<file path="src/cci_pkg.sv">
// Constants, register map and carrier types for the camera capture unit
package cci_pkg;

  // Register byte offsets
  localparam logic [5:0]  CCI_OFF_DEPTH  = 6'h04;
  localparam logic [5:0]  CCI_OFF_CTRL   = 6'h08;
  localparam logic [5:0]  CCI_OFF_STATUS = 6'h18;
  localparam logic [5:0]  CCI_OFF_MASK   = 6'h1c;
  localparam logic [5:0]  CCI_OFF_DATA   = 6'h30;

  // Buffer geometry and reset values
  localparam int unsigned CCI_FIFO_DEPTH = 8;
  localparam logic [31:0] CCI_DEPTH_VAL  = 32'h0000_0008;
  localparam logic [31:0] CCI_CTRL_RST   = 32'h0002_0020;
  localparam logic [31:0] CCI_CTRL_WMASK = 32'hc01f_03ff;
  localparam logic [31:0] CCI_ZERO_WORD  = 32'h0000_0000;

  // Capture mode and pixel width encodings
  localparam logic [1:0]  CCI_MODE_OFF    = 2'h0;
  localparam logic [1:0]  CCI_MODE_SINGLE = 2'h1;
  localparam logic [1:0]  CCI_MODE_CONT   = 2'h2;
  localparam logic [1:0]  CCI_WIDTH_8     = 2'h0;
  localparam logic [1:0]  CCI_WIDTH_10    = 2'h1;
  localparam logic [1:0]  CCI_WIDTH_12    = 2'h2;

  // Event status bit positions
  localparam int unsigned CCI_EVT_W    = 3;
  localparam int unsigned CCI_EVT_DONE = 0;
  localparam int unsigned CCI_EVT_THR  = 1;
  localparam int unsigned CCI_EVT_OVF  = 2;

  // Control register layout, bit 31 down to bit 0
  typedef struct packed {
    logic       enable;
    logic       nn_pixel_expand_enable;
    logic [8:0] rsvd_hi;
    logic [3:0] dma_thresh;
    logic       dma_enable;
    logic [5:0] rsvd_mid;
    logic [4:0] fifo_thresh;
    logic       timing_sel;
    logic [1:0] pixel_width;
    logic [1:0] capture_mode;
  } cci_ctrl_t;

  // Avalon-MM request from the master
  typedef struct packed {
    logic        read;
    logic        write;
    logic [5:0]  address;
    logic [31:0] writedata;
    logic [3:0]  byteenable;
  } cci_avl_req_t;

  // Camera pins
  typedef struct packed {
    logic        pclk;
    logic        vsync;
    logic        href;
    logic [11:0] data;
  } cci_pix_t;

  // Capture sequencer states
  typedef enum logic [2:0] {
    CCI_CAP_OFF  = 3'h1,
    CCI_CAP_RUN  = 3'h2,
    CCI_CAP_HALT = 3'h4
  } cci_cap_t;

endpackage

</file>
<file path="src/cci_capture.sv">
// Camera capture unit: pixel sampling, word packing, FIFO, DMA request, registers
`timescale 1ns/100ps
`default_nettype none

// What this block does
// - Depth register read-only, reads 8, upper zero
// - Capture inactive unless enable bit set
// - Expand mode widens 5:6:5 into left-aligned 8:8:8
// - Expand mode gives one padded word per pixel
// - DMA request when FIFO level reaches threshold
// - Threshold 1 to 8; 8 means full
// - Threshold ignored unless DMA enable set
// - DMA enable bit allows requests, resets zero
// - DMA disabled clears pending request immediately
// - Mode: off, single image, continuous
// - Width 8, 10 or 12 bits; code 3 acts as 12
// - Buffer is eight 32-bit words
module cci_capture
  import cci_pkg::*;
(
  // Clock and reset
  input  wire logic                  i_ref_clk,
  input  wire logic                  i_rst_n,
  // Avalon-MM slave
  input  wire cci_pkg::cci_avl_req_t i_avl,
  output logic [31:0]                o_avl_readdata,
  output logic                       o_avl_waitrequest,
  // Camera pins
  input  wire cci_pkg::cci_pix_t     i_pix,
  // DMA and interrupt
  output logic                       o_rx_dma_req,
  output logic                       o_irq
);
  import cci_pkg::*;

  ////////////////////////////////////////////////////////////////////////////
  // State

  // Whole module state, registered as one word
  typedef struct packed {
    cci_pix_t                          pix_s1;
    cci_pix_t                          pix_s2;
    cci_pix_t                          pix_s3;
    cci_ctrl_t                         ctrl;
    logic [CCI_EVT_W-1:0]              status;
    logic [CCI_EVT_W-1:0]              mask;
    cci_cap_t                          cap;
    logic                              frame_seen;
    logic [31:0]                       acc;
    logic [1:0]                        acc_cnt;
    logic [CCI_FIFO_DEPTH-1:0][31:0]   mem;
    logic [2:0]                        wr_ptr;
    logic [2:0]                        rd_ptr;
    logic [3:0]                        level;
    logic                              thr_prev;
    logic                              pend_pop;
    logic [CCI_EVT_W-1:0]              pend_clr;
    logic                              waitreq;
    logic [31:0]                       rdata;
    logic                              dma_req;
    logic                              irq;
  } cci_state_t;

  cci_state_t s_q;
  cci_state_t s_d;

  // Left-aligned 8:8:8 from 5:6:5, top byte padded
  function automatic logic [31:0] cci_expand(input logic [15:0] p);
    cci_expand = {8'h00, p[15:11], 3'h0, p[10:5], 2'h0, p[4:0], 3'h0};
  endfunction

  ////////////////////////////////////////////////////////////////////////////
  // Byte lanes

  logic [31:0] lane_mask;

  for (genvar b = 0; b < 4; b++)
  begin : g_lane
    assign lane_mask[8*b +: 8] = {8{i_avl.byteenable[b]}};
  end

  ////////////////////////////////////////////////////////////////////////////
  // Next state

  always_comb
  begin
    logic                 pclk_rise;
    logic                 vsync_rise;
    logic                 take;
    logic                 push;
    logic                 pop;
    logic                 done_evt;
    logic                 ovf_evt;
    logic                 thr_now;
    logic                 accept;
    logic                 acc_sel;
    logic                 mode_ok;
    logic                 dma_hit;
    logic [15:0]          p16;
    logic [31:0]          word;
    logic [31:0]          wmask;
    logic [31:0]          rd;
    logic [CCI_EVT_W-1:0] set;
    logic [CCI_EVT_W-1:0] clr;
    pclk_rise  = 1'b0;
    vsync_rise = 1'b0;
    take       = 1'b0;
    push       = 1'b0;
    pop        = 1'b0;
    done_evt   = 1'b0;
    ovf_evt    = 1'b0;
    thr_now    = 1'b0;
    accept     = 1'b0;
    acc_sel    = 1'b0;
    mode_ok    = 1'b0;
    dma_hit    = 1'b0;
    p16        = 16'h0000;
    word       = CCI_ZERO_WORD;
    wmask      = CCI_ZERO_WORD;
    rd         = CCI_ZERO_WORD;
    set        = '0;
    clr        = '0;
    s_d        = s_q;

    // Pin synchronisers
    s_d.pix_s1 = i_pix;
    s_d.pix_s2 = s_q.pix_s1;
    s_d.pix_s3 = s_q.pix_s2;
    pclk_rise  = s_q.pix_s2.pclk & ~s_q.pix_s3.pclk;
    vsync_rise = s_q.pix_s2.vsync & ~s_q.pix_s3.vsync;

    // Reserved mode 3 counts as disabled
    mode_ok    = s_q.ctrl.enable &&
                 (s_q.ctrl.capture_mode == CCI_MODE_SINGLE ||
                  s_q.ctrl.capture_mode == CCI_MODE_CONT);

    // Capture sequencer
    case (s_q.cap)
      CCI_CAP_OFF:
      begin
        if (mode_ok)
        begin
          s_d.cap = CCI_CAP_RUN;
        end
        s_d.frame_seen = 1'b0;
        s_d.acc_cnt    = 2'h0;
      end
      CCI_CAP_RUN:
      begin
        if (!mode_ok)
        begin
          s_d.cap = CCI_CAP_OFF;
        end
        else if (vsync_rise && s_q.frame_seen)
        begin
          done_evt       = 1'b1;
          s_d.frame_seen = 1'b0;
          s_d.acc_cnt    = 2'h0;
          if (s_q.ctrl.capture_mode == CCI_MODE_SINGLE)
          begin
            s_d.cap = CCI_CAP_HALT;
          end
        end
        else if (pclk_rise && s_q.pix_s2.href && !s_q.pix_s2.vsync)
        begin
          take           = 1'b1;
          s_d.frame_seen = 1'b1;
        end
      end
      // Single image done: hold until software changes mode or clears enable
      CCI_CAP_HALT:
      begin
        if (!s_q.ctrl.enable || s_q.ctrl.capture_mode != CCI_MODE_SINGLE)
        begin
          s_d.cap = CCI_CAP_OFF;
        end
      end
      default:
      begin
        s_d.cap = CCI_CAP_OFF;
      end
    endcase

    // Word packing, newest sample in the high part; 8-bit expand puts the first byte high
    // Width select masks the unused high data pins
    if (take)
    begin
      if (s_q.ctrl.pixel_width == CCI_WIDTH_8)
      begin
        if (s_q.ctrl.nn_pixel_expand_enable)
        begin
          s_d.acc[7:0] = s_q.pix_s2.data[7:0];
          acc_sel      = s_q.acc_cnt[0];
          s_d.acc_cnt  = {1'b0, ~s_q.acc_cnt[0]};
          p16          = {s_q.acc[7:0], s_q.pix_s2.data[7:0]};
          word         = cci_expand(p16);
          push         = acc_sel;
        end
        else
        begin
          s_d.acc     = {s_q.pix_s2.data[7:0], s_q.acc[31:8]};
          s_d.acc_cnt = 2'(s_q.acc_cnt + 2'h1);
          word        = s_d.acc;
          push        = (s_q.acc_cnt == 2'h3);
        end
      end
      else
      begin
        p16 = (s_q.ctrl.pixel_width == CCI_WIDTH_10) ?
              {6'h00, s_q.pix_s2.data[9:0]} : {4'h0, s_q.pix_s2.data[11:0]};
        if (s_q.ctrl.nn_pixel_expand_enable)
        begin
          word = cci_expand(p16);
          push = 1'b1;
        end
        else
        begin
          s_d.acc     = {p16, s_q.acc[31:16]};
          s_d.acc_cnt = {1'b0, ~s_q.acc_cnt[0]};
          word        = s_d.acc;
          push        = s_q.acc_cnt[0];
        end
      end
    end

    // Avalon slave: one wait cycle, then completion
    // Read data captured at acceptance, held until the next read
    accept      = (i_avl.read || i_avl.write) && s_q.waitreq;
    s_d.waitreq = ~accept;
    if (accept && i_avl.read)
    begin
      case (i_avl.address)
        CCI_OFF_DEPTH:  rd = CCI_DEPTH_VAL;
        CCI_OFF_CTRL:   rd = s_q.ctrl & CCI_CTRL_WMASK;
        CCI_OFF_STATUS: rd = {29'h0, s_q.status};
        CCI_OFF_MASK:   rd = {29'h0, s_q.mask};
        CCI_OFF_DATA:   rd = (s_q.level != 4'h0) ? s_q.mem[s_q.rd_ptr] : CCI_ZERO_WORD;
        default:        rd = CCI_ZERO_WORD;
      endcase
      s_d.rdata    = rd;
      s_d.pend_pop = (i_avl.address == CCI_OFF_DATA) && (s_q.level != 4'h0);
      s_d.pend_clr = (i_avl.address == CCI_OFF_STATUS) ? s_q.status : '0;
    end
    else if (accept)
    begin
      s_d.pend_pop = 1'b0;
      s_d.pend_clr = '0;
    end

    // Effects take place at the completing edge
    // A request dropped before completion has no side effect
    if (!s_q.waitreq && i_avl.read)
    begin
      pop = s_q.pend_pop;
      clr = s_q.pend_clr;
    end
    if (!s_q.waitreq && i_avl.write)
    begin
      wmask = lane_mask;
      if (i_avl.address == CCI_OFF_CTRL)
      begin
        wmask    = wmask & CCI_CTRL_WMASK;
        s_d.ctrl = (s_q.ctrl & ~wmask) | (i_avl.writedata & wmask);
      end
      else if (i_avl.address == CCI_OFF_MASK)
      begin
        s_d.mask = (s_q.mask & ~wmask[CCI_EVT_W-1:0]) |
                   (i_avl.writedata[CCI_EVT_W-1:0] & wmask[CCI_EVT_W-1:0]);
      end
    end

    // FIFO of eight words, overflow drops the new word
    if (push && s_q.level == 4'(CCI_FIFO_DEPTH))
    begin
      ovf_evt = 1'b1;
      push    = 1'b0;
    end
    if (push)
    begin
      s_d.mem[s_q.wr_ptr] = word;
      s_d.wr_ptr          = 3'(s_q.wr_ptr + 3'h1);
    end
    if (pop)
    begin
      s_d.rd_ptr = 3'(s_q.rd_ptr + 3'h1);
    end
    s_d.level = 4'(s_q.level + {3'h0, push} - {3'h0, pop});

    // Events: set wins over a read clear
    // Threshold event fires on the crossing only
    thr_now          = ({1'b0, s_d.level} >= s_q.ctrl.fifo_thresh);
    s_d.thr_prev     = thr_now;
    set              = '0;
    set[CCI_EVT_DONE] = done_evt;
    set[CCI_EVT_THR]  = thr_now & ~s_q.thr_prev;
    set[CCI_EVT_OVF]  = ovf_evt;
    s_d.status       = (s_q.status & ~clr) | set;
    s_d.irq          = |(s_d.status & s_d.mask);

    // DMA request follows level against threshold
    // Built from next state, so a disable drops it at once
    dma_hit     = (s_d.ctrl.dma_thresh != 4'h0) &&
                  (s_d.level >= s_d.ctrl.dma_thresh);
    s_d.dma_req = s_d.ctrl.dma_enable && dma_hit;
  end

  ////////////////////////////////////////////////////////////////////////////
  // Registers

  always_ff @(posedge i_ref_clk or negedge i_rst_n)
  begin
    if (!i_rst_n)
    begin
      s_q         <= '0;
      s_q.ctrl    <= CCI_CTRL_RST;
      s_q.cap     <= CCI_CAP_OFF;
      s_q.waitreq <= 1'b1;
      // Sync flops start at idle vsync, so no false frame end
      s_q.pix_s1.vsync <= 1'b1;
      s_q.pix_s2.vsync <= 1'b1;
      s_q.pix_s3.vsync <= 1'b1;
    end
    else
    begin
      s_q <= s_d;
    end
  end

  ////////////////////////////////////////////////////////////////////////////
  // Outputs

  assign o_avl_readdata    = s_q.rdata;
  assign o_avl_waitrequest = s_q.waitreq;
  assign o_rx_dma_req      = s_q.dma_req;
  assign o_irq             = s_q.irq;

endmodule

`default_nettype wire

</file>
<file path="config.mk">
export PLATFORM = sky130hd
export DESIGN_NAME = cci_capture
export DESIGN_NICKNAME = d
export VERILOG_FILES = /design/src/cci_pkg.sv /design/src/cci_capture.sv
export SDC_FILE = /design/constraint.sdc
export NUM_CORES = 1
export LEC_CHECK = 0
export ABC_AREA = 1
export BUFFER_PORTS_ARGS = -buffer_cell sky130_fd_sc_hd__buf_4
export CAP_MARGIN = 20
export CORE_ASPECT_RATIO = 1.1
export CORE_UTILIZATION = 55
export DETAILED_ROUTE_END_ITERATION = 6
export GPL_TIMING_DRIVEN = 0
export PLACE_DENSITY = 0.8
export SYNTH_ARGS = -nofsm -noshare
export SYNTH_HDL_FRONTEND = slang
export SYNTH_SLANG_ARGS = --single-unit
</file>
<file path="constraint.sdc">
create_clock -name i_ref_clk -period 4.7 [get_ports i_ref_clk]
set_input_delay 0.705 -clock i_ref_clk [delete_from_list [all_inputs] [get_ports i_ref_clk]]
set_output_delay 0.705 -clock i_ref_clk [all_outputs]
set_load 0.02 [all_outputs]
</file>
==> impl_results.md <==
- Final core occ: 63.9%
- RSZ-0062 raised after global routing: no
- CTS sink cnt: 399
- Post-synthesis area per instance: 7.97 µm²
- DP Wirelength: 44.8 mm
- Overflow after GRT: 0
- Mapped Cells: roughly 2400
- Worst Path Required: 5.13 ns
- Hold slack: approximately 0.05 ns
- Largest area contributor in the netlist: dfrtp_1
- Number of CTS-inserted buffers: 43
- Antenna violations before repair: 1
- Status: finished, final reports clean
- Clk_lat worst skew: 0.56 ns
- Initial Util: a little under three fifths
- Power, Total: 8400 µW
- CP bufs+invs: 3
- DRT iter0 DRCs: 2095
- FP Rows: 71
- WS Path Type: reg -> reg
- Clock root cell: clkbuf_16
- Residual DRC: 0
- Area taken by flip-flops and latches: roughly 10000 µm²
- Die height: 199 µm
- Worst path slowest cell: dfrtp_1
- Area delta synth->final: 13.6%
- Share of layout cells above drive strength 1: around 11%
- Post-synth top area share: 50.7%
- Post-CTS setup buffers: 0
- Via density: 5.94
- Top cells by area, synth: dfrtp_1 51%, nand2_1 14%, nand3_1 8.7%
- Top delay family on crit path: simple AND/OR/NAND/NOR gates
- Antenna cells: 0
- Nets: 2636
- I/O pins: 96
- Clock share of power: roughly 40%
- Worst setup EP type: register
- Final Skew: about 0.024 ns
- Post-synth EDFFs: 0
- Max-cap violations: 0
- CTS tree: built
- Fmax: around 0.23 GHz
- Via Count: 18000
- DR pass1 iterations: 6
- Synthesis-stage register bit count: 399
- Count of final setup violators: 0
- Crit Path Max Fanout: 5
- Total Neg Setup Slack: 0 ns
- Comb pwr share: around 17%
- Internal power: 5970 µW
- Final min period: 4.34 ns
- Synth warn: 0
- GR Util All Layers: 35.7%
- Cts repair resizes: 0
- WL per Instance: 20.9 µm
- Yosys cell types: between 40 and 50
- Most used DFF post-synth: dfrtp_1
- Worst-case vdd ir drop: 0.341 mV
- Mapped Nets: between 2000 and 3000
- Gpl congestion: ~1
- CP Launch Type: register
- Max-slew violations: 0
- Multi-input logic area: 7880 µm²
- Vias in the first global route: 17200
- Top cells by count, synth: 746 x nand2_1, 392 x dfrtp_1, 338 x nand3_1
- PD cells: about 380 nW/µm²
- Lkg Pwr: between 0.01 and 0.015 µW
- Most numerous cell in the Yosys netlist: nand2_1
- Slew margin rel.: a little under a quarter
- Flop pwr share: a little over two fifths
- Die area: 35900 µm²
- FFs w/ async S/R, synth: between 90% and 100%
- Routed wire length: 63.2 mm
- CP arrival: around 4.8 ns
- Die Wd: 181 µm
- CTS Buffer Depth: 3
- Largest net degree at the start of global routing: 124
- Post-route ant nets: 0
- IO buf count: 80
- First-pass GRT wire length: about 98 mm
- Switching part of the total: 28.9%
- Worst slew pin tran: around 1.2 ns
- Clock Pin Slew Worst Setup and Hold Paths: 0.06 ns
- Fillers: around 3000
- Sequential share of the synthesized area: 51.7%
- Core Area: 34400 µm²
- NetSw: 2430 µW
- H-tree Lvls: 2
- Final period util: 92.4%
- Hold WC Path Type: in -> async
- Largest stage delay, worst path: 0.41 ns
- Hold Vio Cnt, Final: 0
- CP cell instances: ha_1 -> nor2_2 -> inv_1 -> nor2_1 -> nand3_1 -> nand3b_1 -> ha_1 -> inv_1 -> ha_1 -> fa_1 -> xor2_1 -> ha_1 -> nand2_1 -> inv_1 -> o21ai_0 -> nand3_1 -> nand2_1 -> nand2_1 -> nand2_1 -> nand3_1
- Mapped Area: 19300 µm²
- Hold buffers post-CTS: 0
[power by group through the flow]
stage	Clock, µW	Sequential, µW	Combinational [µW]
2_1_floorplan	0	3640	865
6_report	3360	3590	1450
3_5_place_dp	0	3650	1410
3_3_place_gp	0	3650	1360
4_1_cts	3370	3590	1420
5_1_grt	3510	3600	1580
[final timing paths]
kind                            endpoint  slack [ns]  cells past startpoint
worst max-delay path               o_irq        0.36                     20
worst min register to register  s_d[391]        0.35                      0
max in group asynchronous       s_q[340]        2.67                      4
min in group i_ref_clk          s_d[407]        0.26                      1
worst min-delay path            s_q[232]        0.05                      1
worst max register to register     o_irq        0.36                     20
[cell type report]
class	count	area share [%]
inverters	103	1.76
flip-flops and latches	399	45.5
multi-input cells	1737	35.9
clock buffers	68	5.83
well taps	438	2.49
repair buffers	85	3.21
clock inverters	8	0.427
plain buffers	187	4.93
[registers in the layout, indices dropped and copies added (netlist names), named ones only]
name and flops:
o_irq 1, o_avl_waitrequest 1, o_rx_dma_req 1, o_avl_readdata 32
s_d 30, s_q 322
[cells by family after synthesis]
group,after synthesis,synth area share (%)
and+or+nand+nor,1383,29.7
AOI/OAI and AO/OA,326,9.35
muxes,3,0.168
DFF,399,51.7
xor gates and xnor gates,6,0.272
buffers and inverters,290,7.60
adders and majority gates,19,1.27
[stage by stage]
step	area (µm²)	worst slack, ns	std cells
6_report	22000	0.359	3025
3_3_place_gp	20500	-1.01	2944
3_5_place_dp	20600	0.421	2947
5_1_grt	22000	0.115	3025
2_1_floorplan	19300	1.23	2426
4_1_cts	22000	0.398	3023
[worst reg2reg max path: cells and delay by family (launching register included)]
kind | cells | cell delay, ns
buffers and inverters | 3 | 0.13
AOI/OAI and AO/OA | 1 | 0.14
and+or+nand+nor | 10 | 1.62
adders and majority gates | 5 | 1.55
DFF | 1 | 0.41
xor gates and xnor gates | 1 | 0.36
[cells in the final DEF (no fill, tap or decap), drive strengths merged, types with 4 or more instances in the layout]
cell type,n
dfrtp,392
a21oi,38
a2bb2oi,14
o22ai,36
nand2,752
nor3,5
buf,195
nand3,338
ha,18
nor2,276
clkinv,7
a22oi,8
nand4,5
a21boi,4
a31oi,4
xor2,5
dfstp,7
o211ai,9
clkbuf,145
o21ai,210
inv,102
[metal layers]
| metal | vias to the layer above | share of wire (%) | routed length [µm] | GRT usage [%] |
|---|---|---|---|---|
| met4 | 2 | 5.0 | 3180 | 18.1 |
| met5 | - | 0.021 | 13 | 0 |
| li1 | 8115 | - | - | - |
| met3 | 213 | 9.9 | 6280 | 6.74 |
| met2 | 1041 | 46 | 29300 | 57.2 |
| met1 | 8610 | 39 | 24500 | 46.7 |
Note: power is estimated with default switching activity, not from simulation.
